$ cat src/odp_pkg.sv
/*
 * Constants, register map and carrier types for the on-chip memory
 * DMA ports (byte DMA engine and host memory port).
 * Assumes a 16-bit core data-memory register port and one clock.
 */
package odp_pkg;

    // ****************************************
    // register offsets (data memory)
    // ****************************************
    localparam logic [13:0] A_HP_ADDR  = 14'h3FE0;
    localparam logic [13:0] A_INTERNAL_START_ADDRESS     = 14'h3FE2;
    localparam logic [13:0] A_BCTL     = 14'h3FE3;
    localparam logic [13:0] A_BYTE_EXTERNAL_START_OFFSET     = 14'h3FE4;
    localparam logic [13:0] A_BPAGE    = 14'h3FE5;
    localparam logic [13:0] A_BCNT     = 14'h3FE6;
    localparam logic [13:0] A_HP_OVL   = 14'h3FE7;
    localparam logic [13:0] A_SYSCTL   = 14'h3FFF;
    localparam logic [13:0] A_CTL_BASE = 14'h3FE0;

    // ****************************************
    // fields and widths
    // ****************************************
    localparam int SC_BMS_DIS = 3;
    localparam int SC_WS_LO   = 12;
    localparam int WS_W       = 3;
    localparam int BC_FMT_LO  = 0;
    localparam int BC_DIR     = 2;
    localparam int BC_BCR     = 3;
    localparam int BC_OVL_LO  = 4;
    localparam int OVL_W      = 4;
    localparam int OFS_W      = 14;
    localparam int PAGE_W     = 8;
    localparam int CNT_W      = 14;
    localparam int HP_OVL_BIT = 15;
    localparam int HP_PM_BIT  = 14;
    localparam int HP_OVL_W   = 8;

    localparam logic [CNT_W-1:0] BOOT_COUNT = 14'h0020;

    typedef enum logic [1:0] {
        FMT_PM24  = 2'h0,
        FMT_DM16  = 2'h1,
        FMT_DM8HI = 2'h2,
        FMT_DM8LO = 2'h3
    } odp_fmt_t;

    // ****************************************
    // carriers
    // ****************************************
    typedef struct packed {
        logic        req;
        logic        we;
        logic        pm;
        logic [7:0]  ovl;
        logic [13:0] addr;
        logic [23:0] wdata;
    } odp_mem_t;

    typedef struct packed {
        logic        rd_n;
        logic        wr_n;
        logic        oe;
        logic        bms_n;
        logic [7:0]  page;
        logic [13:0] addr;
        logic [7:0]  wdata;
    } odp_bm_t;

endpackage : odp_pkg

$ cat src/odp_top.sv
/*
 * Byte DMA engine and host memory port in front of on-chip memory.
 * Assumes the core owns on-chip memory and grants one cycle per
 * mem_o.req; mem_rdata is valid within the same cycle that a read mem_o.req is high.
 */
`timescale 1ns/10ps
module odp_top
    import odp_pkg::*;
(
    input  wire logic        clk_sys,
    input  wire logic        arst_n,
    input  wire logic        dma_sel_cfg,
    input  wire logic        boot_sel_cfg,
    input  wire logic        host_mem_mode,
    input  wire logic        reg_wr,
    input  wire logic        reg_rd,
    input  wire logic [13:0] reg_addr,
    input  wire logic [15:0] reg_wdata,
    output logic      [15:0] reg_rdata_r,
    input  wire logic        core_ext_req,
    output odp_mem_t         mem_o,
    input  wire logic [23:0] mem_rdata,
    output odp_bm_t          bm_o,
    input  wire logic [7:0]  bm_data_i,
    output logic             core_halt_r,
    output logic             core_restart_r,
    output logic             byte_dma_engine_irq_r,
    input  wire logic        host_port_select_n,
    input  wire logic        host_address_latch,
    input  wire logic        host_read_strobe_n,
    input  wire logic        host_write_strobe_n,
    input  wire logic [15:0] host_muxed_bus_i,
    output logic      [15:0] host_muxed_bus_o_r,
    output logic             host_muxed_bus_oe_r,
    output logic             host_port_acknowledge_n_r
);

    // ****************************************
    // state
    // ****************************************
    typedef enum logic [2:0] {
        ST_IDLE, ST_FETCH, ST_FETCH_W, ST_BGO,
        ST_BYTE, ST_STORE, ST_HP_ACC, ST_HP_RDW
    } odp_state_t;

    odp_state_t          state_r;
    logic                init_r;
    logic                host_path_r;
    logic [15:0]         sysctl_r;
    odp_fmt_t            fmt_r;
    logic                dir_r;
    logic                bcr_r;
    logic [OVL_W-1:0]    bovl_r;
    logic [13:0]         internal_start_address_r;
    logic [OFS_W-1:0]    byte_external_start_offset_r;
    logic [PAGE_W-1:0]   page_r;
    logic [CNT_W-1:0]    cnt_r;
    logic [23:0]         acc_r;
    logic [1:0]          bidx_r;
    logic [WS_W-1:0]     wait_r;
    logic [13:0]         hp_addr_r;
    logic                hp_pm_r;
    logic [HP_OVL_W-1:0] hp_ovl_r;
    logic                hp_we_r;
    logic                hp_half_r;
    logic [15:0]         hp_hi_r;
    logic [7:0]          hp_lo_r;
    logic [15:0]         hp_data_r;
    logic                hp_inc_r;
    logic [3:0]          hs_lvl;
    logic [3:0]          hs_rise;
    logic                hp_sel;
    logic                hp_go;
    logic                hp_blk;
    logic [1:0]          nbytes;
    logic                last_word;
    logic [7:0]          out_byte;
    logic [23:0]         store_word;

    // ****************************************
    // host strobe synchroniser
    // ****************************************
    odp_edge_sync #(
        .W (4)
    ) u_hsync (
        .clk_sys (clk_sys),
        .arst_n  (arst_n),
        .d_i     ({~host_port_select_n, ~host_address_latch,
                   ~host_read_strobe_n, ~host_write_strobe_n}),
        .lvl_o   (hs_lvl),
        .rise_o  (hs_rise)
    );

    assign hp_sel = hs_lvl[3];
    assign hp_go  = hp_sel & (hs_rise[1] | hs_rise[0]);

    // ****************************************
    // word formatting
    // ****************************************
    always_comb begin
        case (fmt_r)
            FMT_PM24: nbytes = 2'h3;
            FMT_DM16: nbytes = 2'h2;
            default:  nbytes = 2'h1;
        endcase
    end

    always_comb begin
        out_byte = hp_data_r[7:0];
        case (fmt_r)
            FMT_PM24: begin
                case (bidx_r)
                    2'h0:    out_byte = acc_r[23:16];
                    2'h1:    out_byte = acc_r[15:8];
                    default: out_byte = acc_r[7:0];
                endcase
            end
            FMT_DM16:  out_byte = (bidx_r == 2'h0) ? acc_r[15:8] : acc_r[7:0];
            FMT_DM8HI: out_byte = acc_r[15:8];
            default:   out_byte = acc_r[7:0];
        endcase
    end

    // unused bits of the narrow formats go to memory as zero
    always_comb begin
        case (fmt_r)
            FMT_PM24:  store_word = acc_r;
            FMT_DM16:  store_word = {8'h00, acc_r[15:0]};
            FMT_DM8HI: store_word = {8'h00, acc_r[7:0], 8'h00};
            default:   store_word = {16'h0000, acc_r[7:0]};
        endcase
    end

    assign last_word = (cnt_r == 14'h0001);
    // memory-mapped control registers sit at the top of data memory
    assign hp_blk = hp_we_r & ~hp_pm_r & (hp_addr_r >= A_CTL_BASE);

    // ****************************************
    // byte DMA engine, host access sequencing
    // ****************************************
    always_ff @(posedge clk_sys or negedge arst_n) begin
        if (!arst_n) begin
            state_r        <= ST_IDLE;
            init_r         <= 1'b0;
            host_path_r    <= 1'b0;
            sysctl_r       <= '0;
            fmt_r          <= FMT_PM24;
            dir_r          <= 1'b0;
            bcr_r          <= 1'b0;
            bovl_r         <= '0;
            internal_start_address_r         <= '0;
            byte_external_start_offset_r         <= '0;
            page_r         <= '0;
            cnt_r          <= '0;
            acc_r          <= '0;
            bidx_r         <= '0;
            wait_r         <= '0;
            mem_o          <= '0;
            bm_o           <= '{rd_n: 1'b1, wr_n: 1'b1, bms_n: 1'b1, default: '0};
            core_halt_r    <= 1'b0;
            core_restart_r <= 1'b0;
            byte_dma_engine_irq_r     <= 1'b0;
            hp_we_r        <= 1'b0;
            hp_half_r      <= 1'b0;
            hp_hi_r        <= '0;
            hp_lo_r        <= '0;
            hp_data_r      <= '0;
            hp_inc_r       <= 1'b0;
            host_muxed_bus_o_r <= '0;
        end else begin
            mem_o.req      <= 1'b0;
            core_restart_r <= 1'b0;
            byte_dma_engine_irq_r     <= 1'b0;
            hp_inc_r       <= 1'b0;
            bm_o.bms_n     <= 1'b1;
            if (sysctl_r[SC_BMS_DIS]) begin
                bm_o.bms_n <= 1'b1;
            end else if ((state_r == ST_BGO && !core_ext_req) || (state_r == ST_BYTE && wait_r != '0)) begin
                bm_o.bms_n <= 1'b0;
            end
            // mode straps are caught on the first edge after release
            if (!init_r) begin
                init_r      <= 1'b1;
                host_path_r <= dma_sel_cfg;
                if (!dma_sel_cfg && !boot_sel_cfg) begin
                    cnt_r <= BOOT_COUNT;
                    bcr_r <= 1'b1;
                end
            end
            if (reg_wr) begin
                case (reg_addr)
                    A_SYSCTL: sysctl_r <= reg_wdata;
                    A_BCTL: begin
                        fmt_r  <= odp_fmt_t'(reg_wdata[BC_FMT_LO +: 2]);
                        dir_r  <= reg_wdata[BC_DIR];
                        bcr_r  <= reg_wdata[BC_BCR];
                        bovl_r <= reg_wdata[BC_OVL_LO +: OVL_W];
                    end
                    A_INTERNAL_START_ADDRESS:  internal_start_address_r <= reg_wdata[13:0];
                    A_BYTE_EXTERNAL_START_OFFSET:  byte_external_start_offset_r <= reg_wdata[OFS_W-1:0];
                    A_BPAGE: page_r <= reg_wdata[PAGE_W-1:0];
                    A_BCNT:  cnt_r  <= reg_wdata[CNT_W-1:0];
                    default: ;
                endcase
            end
            case (state_r)
                ST_IDLE: begin
                    bidx_r <= '0;
                    if (host_path_r && hp_go) begin
                        hp_we_r   <= hs_rise[0];
                        hp_data_r <= host_muxed_bus_i;
                        state_r   <= ST_HP_ACC;
                    end else if (init_r && !host_path_r && cnt_r != '0) begin
                        core_halt_r <= bcr_r;
                        state_r     <= dir_r ? ST_FETCH : ST_BGO;
                    end
                end
                ST_FETCH: begin
                    mem_o <= '{req: 1'b1, we: 1'b0, pm: (fmt_r == FMT_PM24),
                               ovl: {4'h0, bovl_r}, addr: internal_start_address_r, wdata: 24'h000000};
                    state_r <= ST_FETCH_W;
                end
                ST_FETCH_W: begin
                    acc_r   <= mem_rdata;
                    state_r <= ST_BGO;
                end
                ST_BGO: begin
                    // the core's own external cycle always goes first
                    if (!core_ext_req) begin
                        bm_o.rd_n  <= dir_r;
                        bm_o.wr_n  <= ~dir_r;
                        bm_o.oe    <= dir_r;
                        bm_o.wdata <= out_byte;
                        bm_o.page  <= host_mem_mode ? 8'h00 : page_r;
                        bm_o.addr  <= host_mem_mode ? {13'h0000, byte_external_start_offset_r[0]} : byte_external_start_offset_r;
                        wait_r     <= sysctl_r[SC_WS_LO +: WS_W];
                        state_r    <= ST_BYTE;
                    end
                end
                ST_BYTE: begin
                    if (wait_r != '0) begin
                        wait_r <= wait_r - 3'h1;
                    end else begin
                        bm_o.rd_n <= 1'b1;
                        bm_o.wr_n <= 1'b1;
                        bm_o.oe   <= 1'b0;
                        if (!dir_r) begin
                            acc_r <= {acc_r[15:0], bm_data_i};
                        end
                        {page_r, byte_external_start_offset_r} <= {page_r, byte_external_start_offset_r} + 22'h000001;
                        bidx_r <= bidx_r + 2'h1;
                        state_r <= (bidx_r == nbytes - 2'h1) ? ST_STORE : ST_BGO;
                    end
                end
                ST_STORE: begin
                    if (!dir_r) begin
                        mem_o <= '{req: 1'b1, we: 1'b1, pm: (fmt_r == FMT_PM24),
                                   ovl: {4'h0, bovl_r}, addr: internal_start_address_r, wdata: store_word};
                    end
                    bidx_r <= '0;
                    acc_r  <= '0;
                    cnt_r  <= cnt_r - 14'h0001;
                    internal_start_address_r <= internal_start_address_r + 14'h0001;
                    if (last_word) begin
                        byte_dma_engine_irq_r     <= 1'b1;
                        core_halt_r    <= 1'b0;
                        core_restart_r <= bcr_r;
                        state_r        <= ST_IDLE;
                    end else begin
                        state_r <= dir_r ? ST_FETCH : ST_BGO;
                    end
                end
                ST_HP_ACC: begin
                    // 24-bit words take two host words: upper 16, then low 8
                    state_r <= ST_IDLE;
                    if (hp_pm_r && !hp_half_r && hp_we_r) begin
                        hp_hi_r   <= hp_data_r;
                        hp_half_r <= 1'b1;
                    end else if (hp_pm_r && hp_half_r && !hp_we_r) begin
                        host_muxed_bus_o_r <= {8'h00, hp_lo_r};
                        hp_half_r          <= 1'b0;
                        hp_inc_r           <= 1'b1;
                    end else begin
                        mem_o <= '{req: !hp_blk, we: hp_we_r, pm: hp_pm_r, ovl: hp_ovl_r,
                                   addr: hp_addr_r,
                                   wdata: hp_pm_r ? {hp_hi_r, hp_data_r[7:0]}
                                                  : {8'h00, hp_data_r}};
                        if (hp_we_r) begin
                            hp_half_r <= 1'b0;
                            hp_inc_r  <= 1'b1;
                        end else begin
                            state_r <= ST_HP_RDW;
                        end
                    end
                end
                ST_HP_RDW: begin
                    if (hp_pm_r) begin
                        host_muxed_bus_o_r <= mem_rdata[23:8];
                        hp_lo_r            <= mem_rdata[7:0];
                        hp_half_r          <= 1'b1;
                    end else begin
                        host_muxed_bus_o_r <= mem_rdata[15:0];
                        hp_inc_r           <= 1'b1;
                    end
                    state_r <= ST_IDLE;
                end
                default: state_r <= ST_IDLE;
            endcase
        end
    end

    // ****************************************
    // host address and overlay latch
    // ****************************************
    always_ff @(posedge clk_sys or negedge arst_n) begin
        if (!arst_n) begin
            hp_addr_r <= '0;
            hp_pm_r   <= 1'b0;
            hp_ovl_r  <= '0;
        end else begin
            if (reg_wr && reg_addr == A_HP_ADDR) begin
                hp_addr_r <= reg_wdata[13:0];
                hp_pm_r   <= ~reg_wdata[HP_PM_BIT];
            end
            if (reg_wr && reg_addr == A_HP_OVL) begin
                hp_ovl_r <= reg_wdata[HP_OVL_W-1:0];
            end
            if (hp_inc_r) begin
                hp_addr_r <= hp_addr_r + 14'h0001;
            end
            if (host_path_r && hp_sel && hs_rise[2]) begin
                if (host_muxed_bus_i[HP_OVL_BIT]) begin
                    hp_ovl_r <= host_muxed_bus_i[HP_OVL_W-1:0];
                end else begin
                    hp_addr_r <= host_muxed_bus_i[13:0];
                    hp_pm_r   <= ~host_muxed_bus_i[HP_PM_BIT];
                end
            end
        end
    end

    // ****************************************
    // host handshake and core register reads
    // ****************************************
    always_ff @(posedge clk_sys or negedge arst_n) begin
        if (!arst_n) begin
            host_port_acknowledge_n_r <= 1'b1;
            host_muxed_bus_oe_r       <= 1'b0;
            reg_rdata_r               <= '0;
        end else begin
            host_port_acknowledge_n_r <= !(host_path_r && state_r == ST_IDLE
                                           && !hp_go && !hp_inc_r);
            host_muxed_bus_oe_r <= host_path_r && hp_sel && hs_lvl[1];
            reg_rdata_r <= '0;
            if (reg_rd) begin
                case (reg_addr)
                    A_SYSCTL: reg_rdata_r <= sysctl_r;
                    A_BCTL:   reg_rdata_r <= {8'h00, bovl_r, bcr_r, dir_r, fmt_r};
                    A_INTERNAL_START_ADDRESS:   reg_rdata_r <= {2'h0, internal_start_address_r};
                    A_BYTE_EXTERNAL_START_OFFSET:   reg_rdata_r <= {2'h0, byte_external_start_offset_r};
                    A_BPAGE:  reg_rdata_r <= {8'h00, page_r};
                    A_BCNT:   reg_rdata_r <= {2'h0, cnt_r};
                    A_HP_ADDR: reg_rdata_r <= {1'b0, ~hp_pm_r, hp_addr_r};
                    A_HP_OVL: reg_rdata_r <= {8'h00, hp_ovl_r};
                    default:  reg_rdata_r <= '0;
                endcase
            end
        end
    end
endmodule : odp_top

$ cat src/odp_edge_sync.sv
/*
 * Synchroniser with rising-edge pulse for a group of host strobes.
 * Assumes d_i is active high; every bit is synchronised alone.
 */
`timescale 1ns/10ps
module odp_edge_sync #(
    parameter int W = 4
) (
    input  wire logic         clk_sys,
    input  wire logic         arst_n,
    input  wire logic [W-1:0] d_i,
    output logic      [W-1:0] lvl_o,
    output logic      [W-1:0] rise_o
);
    logic [W-1:0] s1_r;
    logic [W-1:0] s2_r;

    always_ff @(posedge clk_sys or negedge arst_n) begin
        if (!arst_n) begin
            s1_r   <= '0;
            s2_r   <= '0;
            lvl_o  <= '0;
            rise_o <= '0;
        end else begin
            s1_r   <= d_i;
            s2_r   <= s1_r;
            lvl_o  <= s2_r;
            rise_o <= s2_r & ~lvl_o;
        end
    end
endmodule : odp_edge_sync

$ cat config.mk
export PLATFORM = sky130hd
export DESIGN_NAME = odp_top
export DESIGN_NICKNAME = d
export VERILOG_FILES = /design/src/odp_pkg.sv /design/src/odp_top.sv /design/src/odp_edge_sync.sv
export SDC_FILE = /design/constraint.sdc
export NUM_CORES = 1
export LEC_CHECK = 0
export BUFFER_PORTS_ARGS = -buffer_cell sky130_fd_sc_hd__buf_2
export CORE_MARGIN = 5
export CORE_UTILIZATION = 55
export DETAILED_ROUTE_END_ITERATION = 16
export GPL_TIMING_DRIVEN = 0
export PLACE_DENSITY_LB_ADDON = 0.1
export SYNTH_ARGS = -nofsm -noshare
export SYNTH_HDL_FRONTEND = slang
export SYNTH_SLANG_ARGS = --single-unit
export TNS_END_PERCENT = 50
$ cat constraint.sdc
create_clock -name clk_sys -period 2.7 [get_ports clk_sys]
set_input_delay 0.135 -clock clk_sys [delete_from_list [all_inputs] [get_ports clk_sys]]
set_output_delay 0.135 -clock clk_sys [all_outputs]
set_load 0.02 [all_outputs]
==> flow_summary.json, run 1 <==
{
  "multi_input_area_um2": 7140,
  "use_met3": 0.0675,
  "hold_class": "in -> reg",
  "io_buffer_count": 207,
  "cp.required_ns": 3.11,
  "dp_hpwl_mm": 39.5,
  "place_area_um2": 17000,
  "drive_above_1_share": 0.206,
  "core_um2": 27700,
  "synth_compound_area_frac": 0.171,
  "maxSlewViolCount": 0,
  "synth_edf_count": 0,
  "seq_area_um2": 7740,
  "grt_pass1_wl_mm": 83.2,
  "grtUsageMet1": 0.467,
  "clock.fmax_ghz": 0.390,
  "pin_count": 210,
  "synthMuxAreaShare": 0.0752,
  "grt_usage": 0.343,
  "yosysWarningCount": 0,
  "cp_num_buf_inv": 2,
  "cts_tree": "built",
  "busiest_layer": "met2",
  "path_delay_family": "compound AO/OA/AOI/OAI gates",
  "whs_ns": 0.00813,
  "fp.dieArea_um2": 31500,
  "cp_max_fo": 10,
  "use_met2": 0.540,
  "hold_viol": 0,
  "tightest_slew_ns": 0.989,
  "post_cts_buffers": 0,
  "outcome": "finished clean",
  "antenna_found_initial": 0,
  "ff2ff_setup_slack_ns": 0.14,
  "power_mw": 18.4,
  "setup_violations": 0,
  "synthAdderAreaFrac": 0.00892,
  "synth_top_family_by_area": "simple AND/OR/NAND/NOR gates",
  "die_w_um": 177,
  "ys_seq_elements": 309,
  "cts-htree-levels": 2,
  "cp-end-kind": "register",
  "grt.overflow.total": 0,
  "cts_buffers": 35,
  "synthArstFlopShare": 1.00,
  "dr.pass1.iters": 5,
  "area_growth_pct": 21.2,
  "vias": 14313,
  "yosys-top-cells-area": "dfrtp_1 (49%), nand2_1 (5.7%), mux2_2 (4.9%)",
  "grt_max_degree": 116,
  "first_iter_violations": 1497,
  "insertion_delay_ns": 0.53,
  "post-route-min-period_ns": 2.56,
  "crit_type": "reg -> reg",
  "synth_top_area_share": 0.495,
  "synth.net_count": 1681,
  "die_y_um": 177,
  "synthCells": 1580,
  "drc_errors": 0,
  "slowest_delay_ns": 0.75,
  "path_clk_slew_ns": 0.06,
  "via_per_inst": 6.27,
  "cp.arrival_ns": 2.97,
  "synth_xor_area_frac": 0.00170,
  "yosysTopAreaCell": "dfrtp_1",
  "vdd_ir_drop_max_uv": 666,
  "place_congestion": 1.02,
  "cts-root-buf": "clkbuf_16",
  "clkSinkCount": 309,
  "design_area_um2": 18700,
  "fin_crit_sh": 0.949,
  "cts.path.max_buffers": 3,
  "slew_headroom": 0.335,
  "worst_setup_path_start_kind": "register",
  "yosysMostFrequentCell": "dfrtp_1",
  "synth.cell_area_um2": 15400,
  "p_per_area_nw_per_um2": 983,
  "yosysSeqAreaShare": 0.502,
  "postSynthAreaPerCell_um2": 9.76,
  "wl_per_cell_um": 23.6,
  "fp-row-count": 61,
  "postLayoutCoreUtil": 0.674,
  "nets": 1981,
  "drtAntennaViolNets": 0,
  "path_cells": "clkbuf_1, xor2_1, a211oi_2, nor2_2, buf_4, a22oi_1, nand2_1",
  "p_leak_nw": 8.48,
  "fillCellCount": 2283,
  "cp_slowest_cell": "a211oi_2",
  "ys_types": 83,
  "grt_pass1_vias": 14087,
  "synth-simple-area-share": 0.205,
  "cap_violations": 0,
  "rsz0062_at_grt": "false",
  "totalNegativeSetupSlack_ns": 0,
  "initial_core_util": 0.557,
  "wl_mm": 54.0,
  "ys.flop_type": "dfrtp_1",
  "synthTopCellsByCount": "dfrtp_1 (305), nand2_1 (233), a21oi_1 (136)",
  "finClkSkew_ns": 0.0211
}
-- cell families (layout without fill, tap and decap cells) --
kind of cell	count (synthesis)	in the layout
AOI/OAI and AO/OA	405	405
xor gates and xnor gates	3	3
adders and majority gates	11	11
buffers and inverters	134	459
DFF	309	309
muxes	100	100
other	1	2
and+or+nand+nor	617	617
-- through the flow --
| stage | cells | worst slack, ns |
|---|---|---|
| CTS | 2283 | 0.0173 |
| global placement | 2165 | -4.38 |
| global route | 2283 | 0.0195 |
| floorplan | 1580 | 0.601 |
| detailed placement | 2168 | 0.0904 |
| finish | 2284 | 0.137 |
-- per-layer routing --
metal / wire, um / part of all wire
met3: 4630 / 0.086
met4: 2470 / 0.046
met1: 21900 / 0.41
met5: 0 / 0
met2: 25000 / 0.46
-- worst register-to-register path: stages (launching register included) --
cell	delay, ns
dfrtp_1	0.35
clkbuf_1	0.30
xor2_1	0.20
a211oi_2	0.75
nor2_2	0.30
buf_4	0.29
a22oi_1	0.20
nand2_1	0.07
-- registers in the layout, indices dropped and copies added (netlist names), 14 cells and up --
| name | count |
|---|---|
| host_muxed_bus_o_r | 16 |
| sysctl_r | 16 |
| hp_addr_r | 14 |
| bm_o | 34 |
| reg_rdata_r | 16 |
| mem_o | 49 |
| hp_data_r | 16 |
| byte_external_start_offset_r | 14 |
| acc_r | 24 |
| internal_start_address_r | 14 |
| cnt_r | 14 |
| hp_hi_r | 16 |
-- final timing paths --
check | startpoint | end | cells after the start
min in group asynchronous | arst_n | internal_start_address_r[9] | 2
worst min register to register | u_hsync.s1_r[2] | u_hsync.s2_r[2] | 0
worst max register to register | hp_we_r | mem_o[22] | 7
worst min-delay path | reg_wdata[3] | bcr_r | 3
worst max-delay path | hp_we_r | mem_o[22] | 7
max in group asynchronous | arst_n | acc_r[11] | 4
-- cell type report --
class | instances | area share
antenna | 1 | 0.000134
buffer | 112 | 0.0251
clock buffer | 53 | 0.0553
clock inverter | 9 | 0.00576
inverter | 22 | 0.00442
multi-input combinational | 1137 | 0.382
sequential | 309 | 0.414
tap | 378 | 0.0253
timing repair buffer | 263 | 0.0876
-- cell usage in the layout (no fill, tap or decap), types with 18 or more instances in the layout --
master	n
nand3b_1	26
nor2_1	114
nand2_1	233
nand3_1	58
o21ai_0	63
dlygate4sd3_1	53
buf_2	227
clkbuf_1	87
dfrtp_1	305
mux2i_1	27
nand4_1	24
clkbuf_16	35
inv_1	21
a22oi_1	46
mux2_2	67
nor2b_1	19
nor3_1	21
a21oi_1	136
a211oi_1	18
nor3b_1	29
-- power breakdown --
part / switching [mW] / total [mW] / internal [mW] / leakage, nW
Clock: 1.95 / 4.71 / 2.76 / 0.564
Combinational: 3.98 / 6.24 / 2.26 / 4.05
Sequential: 1.42 / 7.42 / 5.99 / 3.87
Total: 7.36 / 18.4 / 11.0 / 8.48
-- what timing repair did --
action,4_1_cts,5_1_grt
resized for setup,0,6
hold buffers,53,0
hold endpoints to repair,186,0
endpoints found under the setup margin,0,12
Power figures use the tool's default switching activity.
==> run 2: changes to the inputs <==
PLACE_DENSITY = 0.77   (was not set)
PLACE_DENSITY_LB_ADDON = not set   (was 0.1)
==> flow_summary.json, run 2 (same netlist as run 1, synthesis figures left out) <==
{
  "place_congestion": 1.03,
  "clock.fmax_ghz": 0.390,
  "crit_type": "reg -> reg",
  "rr_worst_depth": 7,
  "ff2ff_setup_slack_ns": 0.13,
  "path_depth": 7,
  "initial_core_util": 0.557,
  "power_mw": 18.5,
  "drtAntennaViolNets": 0,
  "pin_count": 210,
  "antenna_found_initial": 0,
  "cp_max_fo": 10,
  "cts_tree": "built",
  "clkSinkCount": 309,
  "tightest_slew_ns": 1.01,
  "worst_setup_path_start_kind": "register",
  "via_per_inst": 6.49,
  "cp.arrival_ns": 2.95,
  "regToRegStartpoint": "state_r[1]",
  "largest_register_ffs": 49,
  "final_common_cell": "dfrtp_1",
  "die_w_um": 177,
  "worstSetupEndpoint": "cnt_r[8]",
  "hold_class": "in -> reg",
  "cp-end-kind": "register",
  "grt_pass1_wl_mm": 83.4,
  "post-route-min-period_ns": 2.57,
  "finClkSkew_ns": 0.0102,
  "path_cells": "buf_2, and3b_1, buf_2, a211oi_1, clkbuf_1, o21ai_0, o311ai_0",
  "grt.overflow.total": 0,
  "cts.path.max_buffers": 3,
  "cp.required_ns": 3.09,
  "antenna_cells": 0,
  "area_growth_pct": 20.9,
  "top_register": "mem_o",
  "fp.dieArea_um2": 31500,
  "grt_max_degree": 91,
  "cts-htree-levels": 2,
  "setup_slack_ns": 0.134,
  "vdd_ir_drop_max_uv": 716,
  "p_per_area_nw_per_um2": 994,
  "vias": 14773,
  "place_area_um2": 17000,
  "die_y_um": 177,
  "critical_path.most_common_cell": "buf_2",
  "grt_pass1_vias": 14150,
  "insertion_delay_ns": 0.51,
  "rsz0062_at_grt": "false",
  "p_leak_nw": 8.47,
  "cp_num_buf_inv": 3,
  "first_iter_violations": 1940,
  "maxSlewViolCount": 0,
  "drc_errors": 0,
  "design_area_um2": 18600,
  "setup_violations": 0,
  "core_um2": 27700,
  "drive_above_1_share": 0.208,
  "layout_common_cells": "dfrtp_1 (305), nand2_1 (233), buf_2 (226), a21oi_1 (136), nor2_1 (114)",
  "slew_headroom": 0.318,
  "cap_violations": 0,
  "grt_usage": 0.343,
  "dp_hpwl_mm": 39.5,
  "place_ws_ns": 0.126,
  "nets": 1976,
  "crit_path_start": "state_r[1]",
  "r2r_end": "cnt_r[8]",
  "cts_buffers": 35,
  "outcome": "finished clean",
  "reg.largest.list": "mem_o: 49 flops, bm_o: 34 flops, acc_r: 24 flops",
  "path_clk_slew_ns": 0.06,
  "hold_viol": 0,
  "cp_slowest_cell": "a211oi_1",
  "cts-root-buf": "clkbuf_16",
  "slowest_delay_ns": 0.75,
  "io_buffer_count": 207,
  "fp-row-count": 61,
  "postLayoutCoreUtil": 0.673,
  "fin_crit_sh": 0.950,
  "path_delay_family": "compound AO/OA/AOI/OAI gates",
  "wl_mm": 55.0,
  "dr.pass1.iters": 6,
  "wl_per_cell_um": 24.2
}
## run 2: cell types whose count changed in the layout (fill, tap and decap cells not counted), sizes merged
cell	change
bufinv	+2
clkinv	+3
diode	-1
clkbuf	-9
dlygate4sd3	-5
buf	+1
## run 2: metal layers
metal	track usage	share of wire	up-vias
met3	0.0775	0.11	199
met1	0.478	0.39	7185
met5	0	0	-
li1	-	-	6358
met2	0.524	0.44	1031
met4	0.141	0.050	0
## run 2: what timing repair did
item                                   in CTS  in global routing
setup buffers                               0                  0
hold buffers                               48                  0
endpoints found under the hold margin     140                  0
setup endpoints to repair                   0                 12
gates resized for setup                     0                  3
## run 2: tightest hold or removal path: cells and delay by family
family | cells | cell delay [ns]
buffers and inverters | 1 | 0.14
AOI/OAI and AO/OA | 2 | 0.22
## run 2: area by class of cell
type                            count  area (um^2)
Clock buffer                       45          973
Timing Repair Buffer              258         1610
Inverter                           22         82.6
Clock inverter                     14          153
Buffer                            112          467
Sequential cell                   309         7740
Fill cell                        2200         9060
Multi-Input combinational cell   1137         7150
Tap cell                          378          473
## run 2: worst min-delay path by stage
stage | slack (ns) | end | depth (start not counted) | startpoint
detailed placement | 0.10 | cnt_r[10] | 1 | arst_n
floorplan | -0.16 | acc_r[0] | 0 | arst_n
global route | 0.03 | acc_r[15] | 3 | mem_rdata[15]
global placement | 0.28 | u_hsync.s1_r[0] | 2 | host_write_strobe_n
finish | 0.02 | acc_r[15] | 3 | mem_rdata[15]
CTS | 0.002 | acc_r[15] | 3 | mem_rdata[15]
## run 2: stage by stage
stage | hold slack (ns) | cells | setup TNS [ns]
floorplan | -0.161 | 1580 | 0
global placement | 0.279 | 2165 | -1305.15
detailed placement | 0.103 | 2168 | 0
CTS | 0.00216 | 2275 | 0
global route | 0.0318 | 2275 | 0
finish | 0.0163 | 2275 | 0
## run 2: power breakdown
| group | internal (mW) | switching (mW) |
|---|---|---|
| logic | 2.26 | 4.12 |
| clock network | 2.83 | 1.92 |
| registers | 5.99 | 1.42 |
==> run 3: changes to the inputs <==
PLACE_DENSITY = 0.8   (was 0.77)
==> flow_summary.json, run 3 (same netlist as run 1, synthesis figures left out) <==
{
  "path_clk_slew_ns": 0.06,
  "rsz0062_at_grt": "false",
  "grt_max_degree": 120,
  "crit_type": "reg -> reg",
  "path_cells": "buf_2, nor3_1, and2_1, clkbuf_1, mux2_2",
  "wl_mm": 54.0,
  "holdPathStages": 3,
  "hold_class": "in -> reg",
  "cp_num_buf_inv": 2,
  "drive_above_1_share": 0.206,
  "fp-row-count": 61,
  "place_ws_ns": 0.146,
  "slowest_delay_ns": 0.76,
  "grt_usage": 0.338,
  "die_y_um": 177,
  "tightest_slew_ns": 1.12,
  "whs_ns": 0.0132,
  "pin_count": 210,
  "outcome": "finished clean",
  "top_register": "mem_o",
  "initial_core_util": 0.557,
  "worstSetupEndpoint": "hp_data_r[2]",
  "r2r_end": "hp_data_r[2]",
  "reg.largest.list": "mem_o: 49 flops, bm_o: 34 flops, acc_r: 24 flops",
  "design_area_um2": 18600,
  "first_iter_violations": 2159,
  "insertion_delay_ns": 0.52,
  "cts-root-buf": "clkbuf_16",
  "cp_max_fo": 10,
  "fin_crit_sh": 0.979,
  "cp.required_ns": 3.10,
  "drc_errors": 0,
  "slew_headroom": 0.246,
  "rr_worst_depth": 5,
  "nets": 1975,
  "io_buffer_count": 207,
  "post-route-min-period_ns": 2.64,
  "grt_pass1_wl_mm": 82.2,
  "regToRegStartpoint": "state_r[1]",
  "wl_per_cell_um": 23.7,
  "clock.fmax_ghz": 0.378,
  "finClkSkew_ns": 0.0171,
  "via_per_inst": 6.44,
  "hold_viol": 0,
  "antenna_found_initial": 1,
  "post_cts_buffers": 0,
  "clkSinkCount": 309,
  "placedCellCount": 2167,
  "cts_buffers": 34,
  "busiest_layer": "met2",
  "area_growth_pct": 20.6,
  "path_depth": 5,
  "cts.path.max_buffers": 3,
  "setup_violations": 0,
  "path_delay_family": "simple AND/OR/NAND/NOR gates",
  "largest_register_ffs": 49,
  "dp_hpwl_mm": 39.1,
  "die_w_um": 177,
  "cp_slowest_cell": "nor3_1",
  "maxSlewViolCount": 0,
  "layout_common_cells": "dfrtp_1 (305), nand2_1 (233), buf_2 (226), a21oi_1 (136), nor2_1 (114)",
  "grtUsageMet1": 0.473,
  "grt.overflow.total": 0,
  "cp.arrival_ns": 3.04,
  "p_per_area_nw_per_um2": 982,
  "setup_slack_ns": 0.0573,
  "fp.dieArea_um2": 31500,
  "dr.pass1.iters": 7,
  "use_met3": 0.0671,
  "place_area_um2": 17000,
  "use_met2": 0.521,
  "cp-end-kind": "register",
  "ff2ff_setup_slack_ns": 0.06,
  "cts-htree-levels": 2,
  "place_congestion": 1.03,
  "totalNegativeSetupSlack_ns": 0,
  "core_um2": 27700,
  "final_cells": 2277,
  "vdd_ir_drop_max_uv": 793,
  "grt_pass1_vias": 13904,
  "cap_violations": 0,
  "cts_tree": "built",
  "p_leak_nw": 8.43,
  "final_common_cell": "dfrtp_1",
  "drtAntennaViolNets": 0,
  "crit_path_start": "state_r[1]",
  "vias": 14666,
  "worst_setup_path_start_kind": "register"
}
==> run 3: changes by cell type in the layout (fill, tap and decap cells not counted), sizes merged, moves of 2 or more <==
cell / previous run / this run
bufinv: 3 / 1
clkinv: 11 / 8
clkinvlp: 0 / 3
clkbuf: 126 / 129
==> run 3: worst min-delay path by stage <==
stage	slack (ns)	start	to
floorplan	-0.16	arst_n	acc_r[0]
global placement	0.28	host_read_strobe_n	u_hsync.s1_r[1]
detailed placement	0.20	arst_n	cnt_r[10]
CTS	0.003	mem_rdata[12]	acc_r[12]
global route	0.03	mem_rdata[12]	acc_r[12]
finish	0.01	mem_rdata[11]	host_muxed_bus_o_r[11]
==> run 3: stage by stage <==
step | power [mW] | utilization
4_1_cts | 18.1 | 0.671
5_1_grt | 19.2 | 0.671
6_report | 18.3 | 0.671
3_5_place_dp | 13.5 | 0.613
3_3_place_gp | 13.3 | 0.611
2_1_floorplan | 11.1 | -
==> run 3: repair_timing <==
item,in CTS,in global routing
endpoints found under the hold margin,179,0
endpoints found under the setup margin,0,2
hold buffers,49,0
gates resized for setup,0,2
==> run 3: per-layer routing <==
layer | wire length, um | vias up | part of all wire
li1 | - | 6380 | -
met1 | 21400 | 7134 | 0.40
met2 | 24100 | 958 | 0.45
met3 | 5710 | 194 | 0.11
met4 | 2740 | 0 | 0.051
met5 | 0 | - | 0
==> run 3: power by group <==
| group | internal, mW | leakage, nW | switching, mW | total (mW) |
|---|---|---|---|---|
| Sequential | 5.99 | 3.87 | 1.41 | 7.40 |
| Clock | 2.67 | 0.535 | 1.91 | 4.58 |
| Combinational | 2.25 | 4.02 | 4.03 | 6.29 |
==> run 3: worst reg2reg max path, stage by stage, from the launching register on <==
cell	delay, ns
dfrtp_1	0.37
buf_2	0.17
nor3_1	0.76
and2_1	0.25
clkbuf_1	0.57
mux2_2	0.41
==> run 3: cell type report <==
cell class | instances | area [um^2]
diodes | 1 | 2.50
clock inverters | 12 | 100
clock buffers | 48 | 995
flip-flops and latches | 309 | 7740
fillers | 2185 | 9110
well taps | 378 | 473
inverters | 22 | 82.6
plain buffers | 112 | 467
repair buffers | 258 | 1590
multi-input cells | 1137 | 7150
